<file path="src/wsw_regs.svh">
/*
 * Register offsets, field positions, reset values, encodings and timing
 * counts for the watchdog, sleep and wake-up control block.
 * Assumes inclusion by bare name from the package and the design modules.
 */
`ifndef WSW_REGS_SVH
`define WSW_REGS_SVH

// Word indexes on the register bus (byte address is four times these).
`define WSW_CPU_STATUS_IDX  4'h6
`define WSW_WAKE_CAUSE_IDX  4'h7

// Field positions within the cpu status register.
`define WSW_BIT_STKAV       5
`define WSW_BIT_GLOBAL_IRQ_DISABLE      4
`define WSW_BIT_TO          3
`define WSW_BIT_PD          2
`define WSW_BIT_POR         1
`define WSW_BIT_BOR         0
`define WSW_CPU_STATUS_RST  8'h3c

// Postscale select encodings and the divisors they choose.
`define WSW_PS_OFF          2'h0
`define WSW_PS_DIV64        2'h1
`define WSW_PS_DIV256       2'h2
`define WSW_PS_DIV1         2'h3
`define WSW_DIV_1           9'h001
`define WSW_DIV_64          9'h040
`define WSW_DIV_256         9'h100

// Oscillator mode encodings.
`define WSW_OSC_LF          2'h0
`define WSW_OSC_RC          2'h1
`define WSW_OSC_XT          2'h2
`define WSW_OSC_EC          2'h3

// Timing: oscillator period equals the 5 ns core clock.
`define WSW_CLK_NS          5
`define WSW_TOSC_NS         5
`define WSW_OST_TOSC        1024
`define WSW_OST_CYCLES      ((`WSW_OST_TOSC * `WSW_TOSC_NS + `WSW_CLK_NS - 1) / `WSW_CLK_NS)
`define WSW_TMR_OVF_TOSC    65536

`endif

</file>
<file path="src/wsw_pkg.sv">
/*
 * Types and shared decode functions of the watchdog sleep/wake block.
 * Assumes the constants header is on the include path.
 */
`include "wsw_regs.svh"

package wsw_pkg;

    // Control states, binary codes written out.
    typedef enum logic [2:0] {
        WSW_ST_RESET  = 3'h0,
        WSW_ST_PWRUP  = 3'h1,
        WSW_ST_RUN    = 3'h2,
        WSW_ST_SLEEP  = 3'h3,
        WSW_ST_OST    = 3'h4,
        WSW_ST_RESUME = 3'h5
    } wsw_state_type;

    // Interrupt sources, each already the AND of its enable and flag.
    typedef struct packed {
        logic int_pin;
        logic port_change;
        logic timer0_clk;
        logic capture;
        logic usart_sync_tx;
        logic usart_sync_rx;
        logic adc_done;
        logic spi_slave;
        logic i2c_slave_rx;
        logic other_periph;
    } wsw_wake_type;

    // Configuration word fields.
    typedef struct packed {
        logic [1:0] postscale;
        logic [1:0] osc_mode;
    } wsw_cfg_type;

    // Postscaler divisor for a select code (off counts as divide-by-1).
    function automatic logic [8:0] wsw_ps_div(input logic [1:0] sel);
        case (sel)
            `WSW_PS_DIV64:  wsw_ps_div = `WSW_DIV_64;
            `WSW_PS_DIV256: wsw_ps_div = `WSW_DIV_256;
            default:        wsw_ps_div = `WSW_DIV_1;
        endcase
    endfunction : wsw_ps_div

    // True for the crystal modes that need the start-up delay.
    function automatic logic wsw_is_crystal(input logic [1:0] mode);
        wsw_is_crystal = (mode == `WSW_OSC_XT) || (mode == `WSW_OSC_LF);
    endfunction : wsw_is_crystal

endpackage : wsw_pkg

</file>
<file path="src/wsw_wdt_counter.sv">
/*
 * Watchdog base counter with postscaler; pulses on a full period.
 * Assumes tick is synchronous to clk and div is at least one.
 */
`timescale 1ns/10ps

module wsw_wdt_counter #(
    parameter int BASE_W = 16,
    parameter int PS_W   = 9
) (
    input  wire logic              clk,          // Core clock.
    input  wire logic              rst,          // Synchronous reset, high.
    input  wire logic              clear,        // Clears counter and postscaler.
    input  wire logic              tick,         // Count enable for this edge.
    input  wire logic [PS_W-1:0]   div,          // Postscaler divisor.
    output logic                   overflow_reg  // One-cycle period pulse.
);
    import wsw_pkg::*;

    logic [BASE_W-1:0] base_reg;   // Base counter.
    logic [PS_W-1:0]   ps_reg;     // Postscaler count of base overflows.
    logic              base_wrap;  // Base counter is about to wrap.
    logic              ps_last;    // Postscaler holds its final count.

    // Refuse widths that cannot form a counter.
    if (BASE_W < 2 || PS_W < 1) begin : g_bad_width
        $error("wsw_wdt_counter: widths too small");
    end

    assign base_wrap = tick && (&base_reg);
    assign ps_last   = (ps_reg == div - 1'b1);

    // Base counter clears on request and otherwise counts ticks.
    always_ff @(posedge clk) begin
        if (rst || clear) begin
            base_reg <= '0;
        end else if (tick) begin
            base_reg <= base_reg + 1'b1;
        end
    end

    // Postscaler counts base wraps and restarts after the last one.
    always_ff @(posedge clk) begin
        if (rst || clear) begin
            ps_reg <= '0;
        end else if (base_wrap) begin
            ps_reg <= ps_last ? '0 : ps_reg + 1'b1;
        end
    end

    // A full period ends when the base wraps on the last postscale count.
    always_ff @(posedge clk) begin
        overflow_reg <= !(rst || clear) && base_wrap && ps_last;
    end

endmodule : wsw_wdt_counter

</file>
<file path="src/wsw_watchdog_sleep_wake.sv">
/*
 * Watchdog, power-up delay, sleep entry and wake-up control with the cpu
 * status register on an Avalon-MM slave with waitrequest.
 * Assumes the core issues sleep and clear as one-cycle pulses, that the
 * watchdog oscillator tick arrives already synchronous to clk, and that
 * interrupt sources arrive as enable AND flag.
 */
// Decided for this implementation: the Avalon-MM interface to the registers.
`timescale 1ns/10ps
`include "wsw_regs.svh"

module wsw_watchdog_sleep_wake #(
    parameter int TIMER_OVF_CYCLES = `WSW_TMR_OVF_TOSC
) (
    input  wire logic                 clk,                    // Core clock, 200 MHz.
    input  wire logic                 rst,                    // Synchronous reset, high.
    input  wire logic [3:0]           avs_address,            // Word index.
    input  wire logic                 avs_read,               // Read request.
    input  wire logic                 avs_write,              // Write request.
    input  wire logic [31:0]          avs_writedata,          // Write data.
    output logic [31:0]               avs_readdata,           // Read data.
    output logic                      avs_waitrequest,        // Stall, high.
    input  wire wsw_pkg::wsw_cfg_type cfg,                    // Configuration word.
    input  wire logic                 por_event,              // Power-on reset event.
    input  wire logic                 brownout_reset,         // Brown-out reset event.
    input  wire logic                 master_clear_pin_n,     // Master clear, low.
    input  wire logic                 wdt_rc_tick,            // Watchdog oscillator tick.
    input  wire logic                 sleep_instr,            // Sleep executes, pulse.
    input  wire logic                 watchdog_clear_instr,   // Clear executes, pulse.
    input  wire logic                 stack_avail,            // Stack space flag.
    input  wire wsw_pkg::wsw_wake_type wake_src,              // Enabled, flagged sources.
    output logic                      core_reset,             // Core held in reset.
    output logic                      core_asleep,            // Core clocks stopped.
    output logic                      osc_drive_en,           // Oscillator driver on.
    output logic                      io_hold,                // Pins keep their state.
    output logic                      prefetch_next,          // Fetch next word, pulse.
    output logic                      resume_exec,            // Wake resumes, pulse.
    output logic                      vector_branch,          // Branch after next, pulse.
    output logic                      timeout_flag,           // Timeout flag, low on timeout.
    output logic                      powerdown_flag,         // Powerdown flag, low after sleep.
    output logic                      global_irq_disable      // Global interrupt disable.
);
    import wsw_pkg::*;

    localparam int BASE_W = $clog2(TIMER_OVF_CYCLES);  // Base counter width.
    localparam int OST_N  = `WSW_OST_CYCLES;            // Start-up hold cycles.
    localparam int OST_W  = $clog2(OST_N);              // Start-up counter width.
    localparam logic [7:0] STATUS_RST = `WSW_CPU_STATUS_RST; // Status reset value.

    // Refuse overflow periods that are not a power of two.
    if (TIMER_OVF_CYCLES < 4 || (1 << BASE_W) != TIMER_OVF_CYCLES) begin : g_bad_ovf
        $error("wsw_watchdog_sleep_wake: overflow period must be a power of two");
    end

    wsw_state_type    state_reg;     // Control state.
    wsw_state_type    state_next;    // Next control state.
    logic [OST_W-1:0] ost_reg;       // Start-up delay count.
    logic [7:0]       status_reg;    // Cpu status register, assembled from its fields.
    logic             to_reg, pd_reg, por_reg, bor_reg, gd_reg, stk_reg; // Status fields, one owner each.
    logic [7:0]       cause_reg;     // Last wake or reset cause.
    logic             powerup_delay_timer_pend_reg; // Power-up delay owed after reset.
    logic             wait_reg;      // Waitrequest flip-flop.
    logic             timer_mode;    // Watchdog disabled, plain timer.
    logic             reset_evt;     // Any external reset event.
    logic             wake_irq;      // Qualifying interrupt present.
    logic             ovf;           // Counter period pulse.
    logic             wdt_reset;     // Watchdog timeout reset.
    logic             cnt_clear;     // Counter clear request.
    logic             cnt_tick;      // Counter count enable.
    logic [8:0]       cnt_div;       // Counter divisor.
    logic             in_run;        // Running state.
    logic             in_sleep;      // Sleep state.
    logic             bus_wr;        // Write commits this edge.
    logic             bus_rd;        // Read completes this edge.

    assign timer_mode = (cfg.postscale == `WSW_PS_OFF);
    assign in_run     = (state_reg == WSW_ST_RUN);
    assign in_sleep   = (state_reg == WSW_ST_SLEEP);
    assign reset_evt  = por_event || brownout_reset || !master_clear_pin_n;

    assign wake_irq = wake_src.int_pin || wake_src.port_change || wake_src.timer0_clk
                    || wake_src.capture || wake_src.usart_sync_tx || wake_src.usart_sync_rx
                    || wake_src.adc_done || wake_src.spi_slave || wake_src.i2c_slave_rx;

    assign wdt_reset = !timer_mode && ovf && (in_run || in_sleep);

    assign cnt_clear = (state_reg == WSW_ST_RESET)
                     || (in_run && (sleep_instr || watchdog_clear_instr))
                     || (in_sleep && wake_irq);

    // Tick source and divisor follow the active mode.
    always_comb begin
        cnt_tick = 1'b0;
        cnt_div  = wsw_ps_div(cfg.postscale);
        if (state_reg == WSW_ST_PWRUP) begin
            cnt_tick = wdt_rc_tick;
            cnt_div  = `WSW_DIV_1;
        end else if (timer_mode) begin
            cnt_tick = in_run;
        end else begin
            cnt_tick = wdt_rc_tick;
        end
    end

    wsw_wdt_counter #(
        .BASE_W (BASE_W),
        .PS_W   (9)
    ) u_counter (
        .clk          (clk),
        .rst          (rst),
        .clear        (cnt_clear),
        .tick         (cnt_tick),
        .div          (cnt_div),
        .overflow_reg (ovf)
    );

    // Next control state.
    always_comb begin
        state_next = state_reg;
        case (state_reg)
            WSW_ST_RESET: begin
                if (!reset_evt) begin
                    state_next = powerup_delay_timer_pend_reg ? WSW_ST_PWRUP : WSW_ST_RUN;
                end
            end
            WSW_ST_PWRUP: begin
                if (ovf) begin
                    state_next = WSW_ST_RUN;
                end
            end
            WSW_ST_RUN: begin
                if (sleep_instr) begin
                    state_next = wake_irq ? WSW_ST_RESUME : WSW_ST_SLEEP;
                end
            end
            WSW_ST_SLEEP: begin
                if (wake_irq) begin
                    state_next = wsw_is_crystal(cfg.osc_mode) ? WSW_ST_OST : WSW_ST_RESUME;
                end
            end
            WSW_ST_OST: begin
                if (ost_reg == OST_W'(OST_N - 1)) begin
                    state_next = WSW_ST_RESUME;
                end
            end
            WSW_ST_RESUME: begin
                state_next = WSW_ST_RUN;
            end
            default: begin
                state_next = WSW_ST_RESET;
            end
        endcase
        if (reset_evt || wdt_reset) begin
            state_next = WSW_ST_RESET;
        end
    end

    // State register.
    always_ff @(posedge clk) begin
        if (rst) begin
            state_reg <= WSW_ST_RESET;
        end else begin
            state_reg <= state_next;
        end
    end

    // Power-up delay is owed after rst, power-on or brown-out only.
    always_ff @(posedge clk) begin
        if (rst || por_event || brownout_reset) begin
            powerup_delay_timer_pend_reg <= 1'b1;
        end else if (state_reg == WSW_ST_PWRUP && ovf) begin
            powerup_delay_timer_pend_reg <= 1'b0;
        end
    end

    always_ff @(posedge clk) begin
        if (rst || state_reg != WSW_ST_OST) begin
            ost_reg <= '0;
        end else begin
            ost_reg <= ost_reg + 1'b1;
        end
    end

    // Timeout and powerdown flags; any set wins over a clear.
    always_ff @(posedge clk) begin
        if (rst || por_event) begin
            to_reg <= 1'b1;
            pd_reg <= 1'b1;
        end else if (in_run && sleep_instr) begin
            to_reg <= 1'b1;
            pd_reg <= 1'b0;
        end else if (in_run && timer_mode && watchdog_clear_instr) begin
            to_reg <= 1'b1;
        end else if (ovf && (in_run || in_sleep)) begin
            to_reg <= 1'b0;
        end
    end

    // Reset cause bits: hardware clears, software writes one to set.
    always_ff @(posedge clk) begin
        if (rst) begin
            por_reg <= STATUS_RST[`WSW_BIT_POR];
            bor_reg <= STATUS_RST[`WSW_BIT_BOR];
        end else begin
            if (por_event) begin
                por_reg <= 1'b0;
            end else if (bus_wr && avs_address == `WSW_CPU_STATUS_IDX && avs_writedata[`WSW_BIT_POR]) begin
                por_reg <= 1'b1;
            end
            if (por_event || brownout_reset) begin
                bor_reg <= 1'b0;
            end else if (bus_wr && avs_address == `WSW_CPU_STATUS_IDX && avs_writedata[`WSW_BIT_BOR]) begin
                bor_reg <= 1'b1;
            end
        end
    end

    // Global disable is software writable; reset sets it.
    always_ff @(posedge clk) begin
        if (rst || state_reg == WSW_ST_RESET) begin
            gd_reg <= 1'b1;
        end else if (bus_wr && avs_address == `WSW_CPU_STATUS_IDX) begin
            gd_reg <= avs_writedata[`WSW_BIT_GLOBAL_IRQ_DISABLE];
        end
    end

    // Stack flag mirrors the core; the two top bits read as zero.
    always_ff @(posedge clk) begin
        stk_reg <= rst ? 1'b1 : stack_avail;
    end
    assign status_reg = {2'h0, stk_reg, gd_reg, to_reg, pd_reg, por_reg, bor_reg};

    // Cause register: bit0 reset event, bit1 watchdog, bit2 interrupt wake.
    always_ff @(posedge clk) begin
        if (rst) begin
            cause_reg <= 8'h00;
        end else if (reset_evt) begin
            cause_reg <= 8'h01;
        end else if (wdt_reset) begin
            cause_reg <= 8'h02;
        end else if (in_sleep && wake_irq) begin
            cause_reg <= 8'h04;
        end
    end

    // Core-facing outputs, registered from the next state.
    always_ff @(posedge clk) begin
        if (rst) begin
            core_reset   <= 1'b1;
            core_asleep  <= 1'b0;
            osc_drive_en <= 1'b1;
            io_hold      <= 1'b0;
        end else begin
            core_reset   <= (state_next == WSW_ST_RESET) || (state_next == WSW_ST_PWRUP)
                          || (state_next == WSW_ST_OST);
            core_asleep  <= (state_next == WSW_ST_SLEEP);
            osc_drive_en <= (state_next != WSW_ST_SLEEP);
            io_hold      <= (state_next == WSW_ST_SLEEP);
        end
    end

    // Execution pulses around sleep and wake.
    always_ff @(posedge clk) begin
        if (rst) begin
            prefetch_next <= 1'b0;
            resume_exec   <= 1'b0;
            vector_branch <= 1'b0;
        end else begin
            prefetch_next <= in_run && sleep_instr && !reset_evt && !wdt_reset;
            resume_exec   <= (state_reg == WSW_ST_RESUME) && !reset_evt;
            vector_branch <= (state_reg == WSW_ST_RESUME) && !reset_evt
                           && !status_reg[`WSW_BIT_GLOBAL_IRQ_DISABLE];
        end
    end

    // Flag outputs follow the status register.
    always_ff @(posedge clk) begin
        if (rst) begin
            timeout_flag       <= 1'b1;
            powerdown_flag     <= 1'b1;
            global_irq_disable <= 1'b1;
        end else begin
            timeout_flag       <= status_reg[`WSW_BIT_TO];
            powerdown_flag     <= status_reg[`WSW_BIT_PD];
            global_irq_disable <= status_reg[`WSW_BIT_GLOBAL_IRQ_DISABLE];
        end
    end

    // Bus: waitrequest drops for one cycle after a request is seen.
    assign bus_wr = avs_write && !wait_reg;
    assign bus_rd = avs_read && !wait_reg;

    // Waitrequest toggles low for exactly the completing cycle.
    always_ff @(posedge clk) begin
        if (rst) begin
            wait_reg <= 1'b1;
        end else begin
            wait_reg <= !((avs_read || avs_write) && wait_reg);
        end
    end

    // Read data captured with the waitrequest drop; unmapped reads zero.
    always_ff @(posedge clk) begin
        if (rst) begin
            avs_readdata <= 32'h0000_0000;
        end else if (avs_read && wait_reg) begin
            case (avs_address)
                `WSW_CPU_STATUS_IDX: avs_readdata <= {24'h00_0000, status_reg};
                `WSW_WAKE_CAUSE_IDX: avs_readdata <= {24'h00_0000, cause_reg};
                default:             avs_readdata <= 32'h0000_0000;
            endcase
        end
    end

    assign avs_waitrequest = wait_reg;

endmodule : wsw_watchdog_sleep_wake

</file>
<file path="config.mk">
export PLATFORM = sky130hd
export DESIGN_NAME = wsw_watchdog_sleep_wake
export DESIGN_NICKNAME = d
export VERILOG_FILES = /design/src/wsw_pkg.sv /design/src/wsw_wdt_counter.sv /design/src/wsw_watchdog_sleep_wake.sv
export VERILOG_INCLUDE_DIRS = /design/src
export SDC_FILE = /design/constraint.sdc
export NUM_CORES = 1
export LEC_CHECK = 0
export BUFFER_PORTS_ARGS = -buffer_cell sky130_fd_sc_hd__buf_4
export CAP_MARGIN = 20
export CELL_PAD_IN_SITES_DETAIL_PLACEMENT = 0
export CELL_PAD_IN_SITES_GLOBAL_PLACEMENT = 1
export CORE_ASPECT_RATIO = 1.1
export CORE_MARGIN = 2
export CORE_UTILIZATION = 33
export DETAILED_ROUTE_END_ITERATION = 10
export GPL_ROUTABILITY_DRIVEN = 1
export GPL_TIMING_DRIVEN = 0
export PLACE_DENSITY = 0.71
export SLEW_MARGIN = 20
export SYNTH_ARGS = -nofsm -noshare
export SYNTH_HDL_FRONTEND = slang
export SYNTH_SLANG_ARGS = --single-unit
</file>
<file path="constraint.sdc">
create_clock -name clk -period 2 [get_ports clk]
set_input_delay 0.3 -clock clk [delete_from_list [all_inputs] [get_ports clk]]
set_output_delay 0.3 -clock clk [all_outputs]
set_load 0.05 [all_outputs]
</file>
==> impl_metrics.py, run 1 <==
metrics = {
    "final_layout": {
        "largest_register_ffs": 16,
        "antenna_cells": 0,
        "drive_gt1_share_pct": 28.1,
        "seq_area_um2": 1310,
        "final_cell_mix": "80 x buf_4, 62 x dfxtp_1, 33 x nor2_1, 31 x nand2_1, 26 x conb_1",
        "fill_cells": 983,
        "nets": 532,
        "area_delta_synth_final_pct": 30.6,
        "utilization_pct": 44.9,
        "fin_cells": 586,
        "final_common_cell": "buf_4",
        "final_cell_area_um2": 4240,
        "multiInputGateArea_um2": 1840,
    },
    "yosys": {
        "synth_top_area_cell": "dfxtp_1",
        "syn_area_per_cell_um2": 8.64,
        "synth.distinct_cells": 56,
        "syn_area_um2": 3250,
        "synthArstFlopShare_pct": 0,
        "synth_edf_count": 0,
        "postSynthCellCount": 376,
        "ys_seq_area_share_pct": 40.1,
        "synth.top_cell.area_share_pct": 40.1,
        "ys_seq_elements": 65,
        "synthTopCellsByArea": "dfxtp_1 40%, buf_4 6.2%, nor2_1 3.9%, nand2_1 3.7%, a21oi_1 3.4%",
        "yosys_warnings": 0,
        "synth_ff_type": "dfxtp_1",
    },
    "floorplanning": {
        "start_util_pct": 34.4,
        "core_um2": 9440,
        "dieArea_um2": 10600,
        "rows": 37,
        "fp.dieH_um": 108,
        "die_w_um": 98.6,
        "io_pins": 104,
    },
    "hold_path": {
        "hold-path-endpoint": "stk_reg$_SDFF_PP1_",
        "holdPathStages": 2,
        "hold_path.class": "in2reg",
        "worstHoldStart": "stack_avail",
    },
    "detailed_routing": {
        "detail_route.wirelength_mm": 7.42,
        "drc_errors": 0,
        "vias": 2812,
        "firstDrtPassIters": 4,
        "wl_met3_um": 323,
        "wl_per_cell_um": 12.7,
        "highest_layer": "met4",
        "dr_wl_met2_mm": 3.48,
        "antenna_left": 0,
        "viasPerCell": 4.80,
        "met1_length_mm": 3.50,
        "drtIter0Drc": 53,
    },
    "pwr": {
        "peakVddDrop_v": 0.000329,
        "p_per_area_nw_per_um2": 721,
        "power.leakage_nw": 1.63,
    },
    "global_routing": {
        "antenna_found_initial": 0,
        "grt_pass1_wl_mm": 12.4,
        "grtUsageTotal_pct": 14.2,
        "overflow": 0,
        "grt_max_degree": 13,
        "first_global_vias": 2658,
    },
    "placed_design": {
        "io_buffers": 45,
        "place_inst": 563,
        "dp_hpwl_mm": 5.38,
        "postPlaceCellArea_um2": 3880,
        "place_congestion": 0.774,
    },
    "timing": {
        "fin_crit_ns": 2.07,
        "hold_viol": 0,
        "fmax_mhz": 484,
        "fin_worst_skew_ns": 0.00908,
        "relSlewSlack_pct": 53.7,
        "rsz0062_at_grt": "true",
        "drv_slew": 0,
        "worst_pin_slew_ns": 0.686,
        "layout_worst_path_cycle_share_pct": 103,
        "setup_violations": 8,
        "worst_slack_ns": -0.0678,
    },
    "clock_network": {
        "h-tree-depth": 3,
        "numCtsBuffers": 9,
        "clock_path_buffers": 2,
        "clk_pin_slew_ns": 0.08,
        "cts_root_buffer": "clkbuf_8",
        "insertion_delay_ns": 0.35,
        "ctsHoldBuffers": 0,
        "clock-sinks": 65,
        "cts_tree": "done",
    },
    "setup_path": {
        "r2r_slack_ns": -0.07,
        "cp.arrival_ns": 2.30,
        "critPathRequiredTime_ns": 2.23,
        "cp_max_fo": 5,
        "crit_type": "reg2reg",
        "critPathCaptureType": "flip-flop",
        "ff2ff_path_depth": 8,
        "r2r_end": "u_counter.ps_reg[1]$_SDFFE_PP0P_",
        "startpoint_type": "flip-flop",
        "r2r_start": "state_reg[1]$_SDFF_PP0_",
    },
    "run_status": {
        "violations": "setup timing",
        "outcome": "complete, but fails checks",
    },
    "flow_run": {
        "max_cap_violations": 0,
    },
}
per-stage QoR:
stage          setup slack, ns  power (mW)  hold WS, ns  TNS [ns]
2_1_floorplan           0.0124        1.59        0.379         0
3_3_place_gp            -0.476        1.66        0.443     -5.16
3_5_place_dp            -0.176        1.67        0.446     -4.00
4_1_cts                -0.0709        3.09        0.139    -0.447
5_1_grt                 -0.199        3.16        0.142     -1.27
6_report               -0.0678        3.06        0.145    -0.441
synthesized netlist by cell type (3+ instances only):
master    instances
nand3_1          20
and3_1            4
nor2_1           34
a211o_1           3
clkbuf_1          7
xor2_1           11
nand2_1          32
o21ai_0          12
buf_2             3
nor2b_1           4
ha_1              7
a21oi_1          22
a31oi_1           3
or2_2             5
nand4_1          12
nor4_1            3
o211ai_1          4
inv_1             9
nor3_1           14
xnor2_1          10
or3_1            13
mux2i_1           5
nand2b_1          3
dfxtp_1          65
buf_4            27
cell families (layout without fill, tap and decap cells):
family / Yosys count / after routing / share of synthesized area (%)
muxes: 6 / 6 / 1.89
and+or+nand+nor: 160 / 160 / 26.2
other: 1 / 26 / 0.115
DFF: 65 / 65 / 40.1
buffers and inverters: 48 / 116 / 9.02
xor gates and xnor gates: 21 / 21 / 5.66
AOI/OAI and AO/OA: 68 / 68 / 14.3
adders and majority gates: 7 / 7 / 2.70
cell type report:
| class | instances | area share (%) |
|---|---|---|
| Clock inverter | 6 | 2.71 |
| Timing Repair Buffer | 52 | 9.21 |
| Tap cell | 117 | 3.45 |
| Clock buffer | 10 | 3.25 |
| Sequential cell | 65 | 30.8 |
| Inverter | 9 | 0.797 |
| Buffer | 39 | 6.40 |
| Multi-Input combinational cell | 288 | 43.4 |
worst max path at each step:
| stage | start | endpoint | depth (start not counted) |
|---|---|---|---|
| final | state_reg[1]$_SDFF_PP0_ | u_counter.ps_reg[1]$_SDFFE_PP0P_ | 8 |
| after CTS | state_reg[1]$_SDFF_PP0_ | u_counter.ps_reg[7]$_SDFFE_PP0P_ | 8 |
| after detailed placement | state_reg[1]$_SDFF_PP0_ | u_counter.ps_reg[1]$_SDFFE_PP0P_ | 7 |
| after global placement | cfg[2] | u_counter.base_reg[14]$_SDFFE_PP0P_ | 8 |
| after floorplan | state_reg[1]$_SDFF_PP0_ | u_counter.ps_reg[0]$_SDFFE_PP0P_ | 8 |
| after global routing | state_reg[0]$_SDFF_PP0_ | u_counter.ps_reg[4]$_SDFFE_PP0P_ | 8 |
worst max-delay path, cell delays in order (launching register included):
cell and delay (ns):
dfxtp_2 0.33, buf_6 0.12, or3b_4 0.40, and2_4 0.16, ha_4 0.26, xor2_2 0.17
o211ai_1 0.19, o2111ai_1 0.23, a21oi_1 0.09
layer usage:
metal  up-vias  global-route usage (%)
met5         -                       0
met4         0                    5.77
met3         9                    3.10
met2        54                    22.9
met1      1283                    18.4
li1       1466                       -
report_power, final:
group / switching (mW) / internal, mW / leakage, nW / total [mW]
clock: 0.544 / 0.866 / 0.123 / 1.41
combinational: 0.216 / 0.129 / 0.982 / 0.346
sequential: 0.00447 / 1.30 / 0.526 / 1.30
what timing repair did:
item | in CTS | in global routing
setup buffers | 5 | 2
pin swaps | 7 | 9
setup endpoints to repair | 26 | 16
gates resized for setup | 7 | 8
No activity file was read; power rests on OpenSTA's default activity.
==> run 2, diff against run 1 <==
--- a/config.mk
+++ b/config.mk
@@ -16,7 +16,8 @@
 export DETAILED_ROUTE_END_ITERATION = 10
 export GPL_ROUTABILITY_DRIVEN = 1
 export GPL_TIMING_DRIVEN = 0
-export PLACE_DENSITY = 0.71
+export PLACE_DENSITY_LB_ADDON = 0.1
+export SETUP_SLACK_MARGIN = 0.5
 export SLEW_MARGIN = 20
 export SYNTH_ARGS = -nofsm -noshare
 export SYNTH_HDL_FRONTEND = slang
==> run 2 against run 1 <==
Compared with the run above:
- the run still ends with setup timing left
- clock power about the same
- clock-buffer cell count stayed put
- critical path depth unchanged
- critical path type unchanged
- core utilization up 8.5 points
- largest cell class unchanged
- final cell count increased by 4.8%
==> impl_metrics.py, run 2 (same netlist as run 1, synthesis figures left out) <==
metrics = {
    "clock_network": {
        "cts_tree": "done",
        "ctsHoldBuffers": 0,
        "clk_pin_slew_ns": 0.08,
        "h-tree-depth": 3,
        "insertion_delay_ns": 0.35,
        "clock_path_buffers": 2,
        "numCtsBuffers": 9,
        "cts_root_buffer": "clkbuf_8",
        "clock-sinks": 65,
    },
    "final_layout": {
        "final_cell_mix": "93 x buf_4, 57 x dfxtp_1, 30 x nand2_1, 26 x conb_1, 21 x nor2_1",
        "fin_cells": 614,
        "largest_register_ffs": 16,
        "nets": 560,
        "drive_gt1_share_pct": 43.3,
        "fill_cells": 880,
        "final_common_cell": "buf_4",
        "antenna_cells": 0,
        "area_delta_synth_final_pct": 55.2,
    },
    "floorplanning": {
        "dieArea_um2": 10600,
        "die_w_um": 98.6,
        "rows": 37,
        "fp.dieH_um": 108,
        "io_pins": 104,
        "start_util_pct": 34.4,
        "core_um2": 9440,
    },
    "timing": {
        "layout_worst_path_cycle_share_pct": 102,
        "hold_viol": 0,
        "fmax_mhz": 488,
        "setup_violations": 8,
        "holdWs_ns": 0.130,
        "drv_slew": 0,
        "rsz0062_at_grt": "true",
        "fin_worst_skew_ns": 0.0108,
        "fin_crit_ns": 2.05,
        "worst_slack_ns": -0.0499,
    },
    "placed_design": {
        "place_inst": 563,
        "pre_cts_ws_ns": -0.154,
        "dp_hpwl_mm": 5.59,
        "io_buffers": 45,
        "place_congestion": 0.767,
    },
    "detailed_routing": {
        "detail_route.wirelength_mm": 8.68,
        "firstDrtPassIters": 4,
        "wl_per_cell_um": 14.1,
        "viasPerCell": 5.00,
        "antenna_left": 0,
        "vias": 3069,
        "drtIter0Drc": 91,
        "drc_errors": 0,
    },
    "setup_path": {
        "cp_max_fo": 6,
        "crit_path_max_incr_delay_ns": 0.40,
        "critPathCaptureType": "flip-flop",
        "cp.arrival_ns": 2.28,
        "crit_path_frequent_cell": "xor2_4",
        "crit_type": "reg2reg",
        "critPathSlowestCell": "or3b_4",
        "startpoint_type": "flip-flop",
        "critPathRequiredTime_ns": 2.24,
        "critPathTopFamily": "simple AND/OR/NAND/NOR gates",
        "crit_path_cell_trace": "buf_6 -> or3b_4 -> and2_4 -> ha_4 -> xor2_4 -> xor2_4 -> a221o_1 -> o21ai_1",
        "path_buf_inv": 1,
    },
    "global_routing": {
        "antenna_found_initial": 0,
        "first_global_vias": 2753,
        "overflow": 0,
        "grt_max_degree": 13,
        "grtUsageTotal_pct": 15.5,
        "grt_pass1_wl_mm": 13.2,
    },
    "pwr": {
        "peakVddDrop_v": 0.000278,
        "power.leakage_nw": 1.89,
        "p_per_area_nw_per_um2": 619,
    },
    "run_status": {
        "outcome": "complete, but fails checks",
        "violations": "setup timing",
    },
    "hold_path": {
        "hold_path.class": "in2reg",
    },
    "flow_run": {
        "max_cap_violations": 0,
    },
}
## run 2: cell count changes in the layout (fill, tap and decap cells not counted), sizes merged
cell / previous run / this run
buf: 84 / 110
clkbuf: 17 / 19
## run 2: per-stage QoR
step	power (mW)	cell area, µm²	setup TNS (ns)	utilization [%]
finish	3.12	5040	-0.268	53.4
global route	3.24	5040	-1.14	53.4
CTS	3.12	4540	-0.365	48.1
detailed placement	1.68	4040	-1.05	42.7
global placement	1.68	4040	-0.922	42.7
floorplan	1.60	3550	0	-
## run 2: path summary, 6_finish.rpt
path                      startpoint                               end  slack (ns)  depth (start not counted)
max reg2reg  state_reg[1]$_SDFF_PP0_  u_counter.ps_reg[7]$_SDFFE_PP0P_       -0.05                          8
max          state_reg[1]$_SDFF_PP0_  u_counter.ps_reg[7]$_SDFFE_PP0P_       -0.05                          8
min                      stack_avail                stk_reg$_SDFF_PP1_        0.13                          2
min reg2reg    ost_reg[0]$_SDFF_PP0_             ost_reg[0]$_SDFF_PP0_        0.43                          1
## run 2: area by class of cell
class | instances | area [µm²] | share of cell area (%)
Clock buffer | 10 | 138 | 2.73
Buffer | 39 | 340 | 6.75
Multi-Input combinational cell | 288 | 2210 | 43.8
Tap cell | 117 | 146 | 2.91
Sequential cell | 65 | 1310 | 26.1
Timing Repair Buffer | 80 | 733 | 14.6
Clock inverter | 6 | 115 | 2.28
Inverter | 9 | 46.3 | 0.919
## run 2: worst register-to-register path: cells and delay by family, from the launching register on
kind	cells	cell delay (ns)
fa+ha+maj	1	0.18
compound gates	2	0.25
simple gates	2	0.58
xor+xnor	2	0.49
flops	1	0.33
buf+inv	1	0.11
## run 2: layer usage
metal,GRT usage [%],part of all wire [%],vias up
li1,-,-,1537
met1,19.8,43,1432
met2,24.6,50,81
met3,3.62,4.3,19
met4,7.53,2.5,0
met5,0,0,-
## run 2: report_power, final
group	switching [mW]	total (mW)	internal [mW]
clock network	0.555	1.42	0.866
logic	0.238	0.396	0.158
registers	0.00485	1.30	1.30
total	0.798	3.12	2.32
## run 2: repair_timing
action                     4_1_cts  5_1_grt
setup buffers                   16       15
gates resized for setup         29       60
setup endpoints to repair       31       34
pin swaps                       17       18
cloned                           0        4
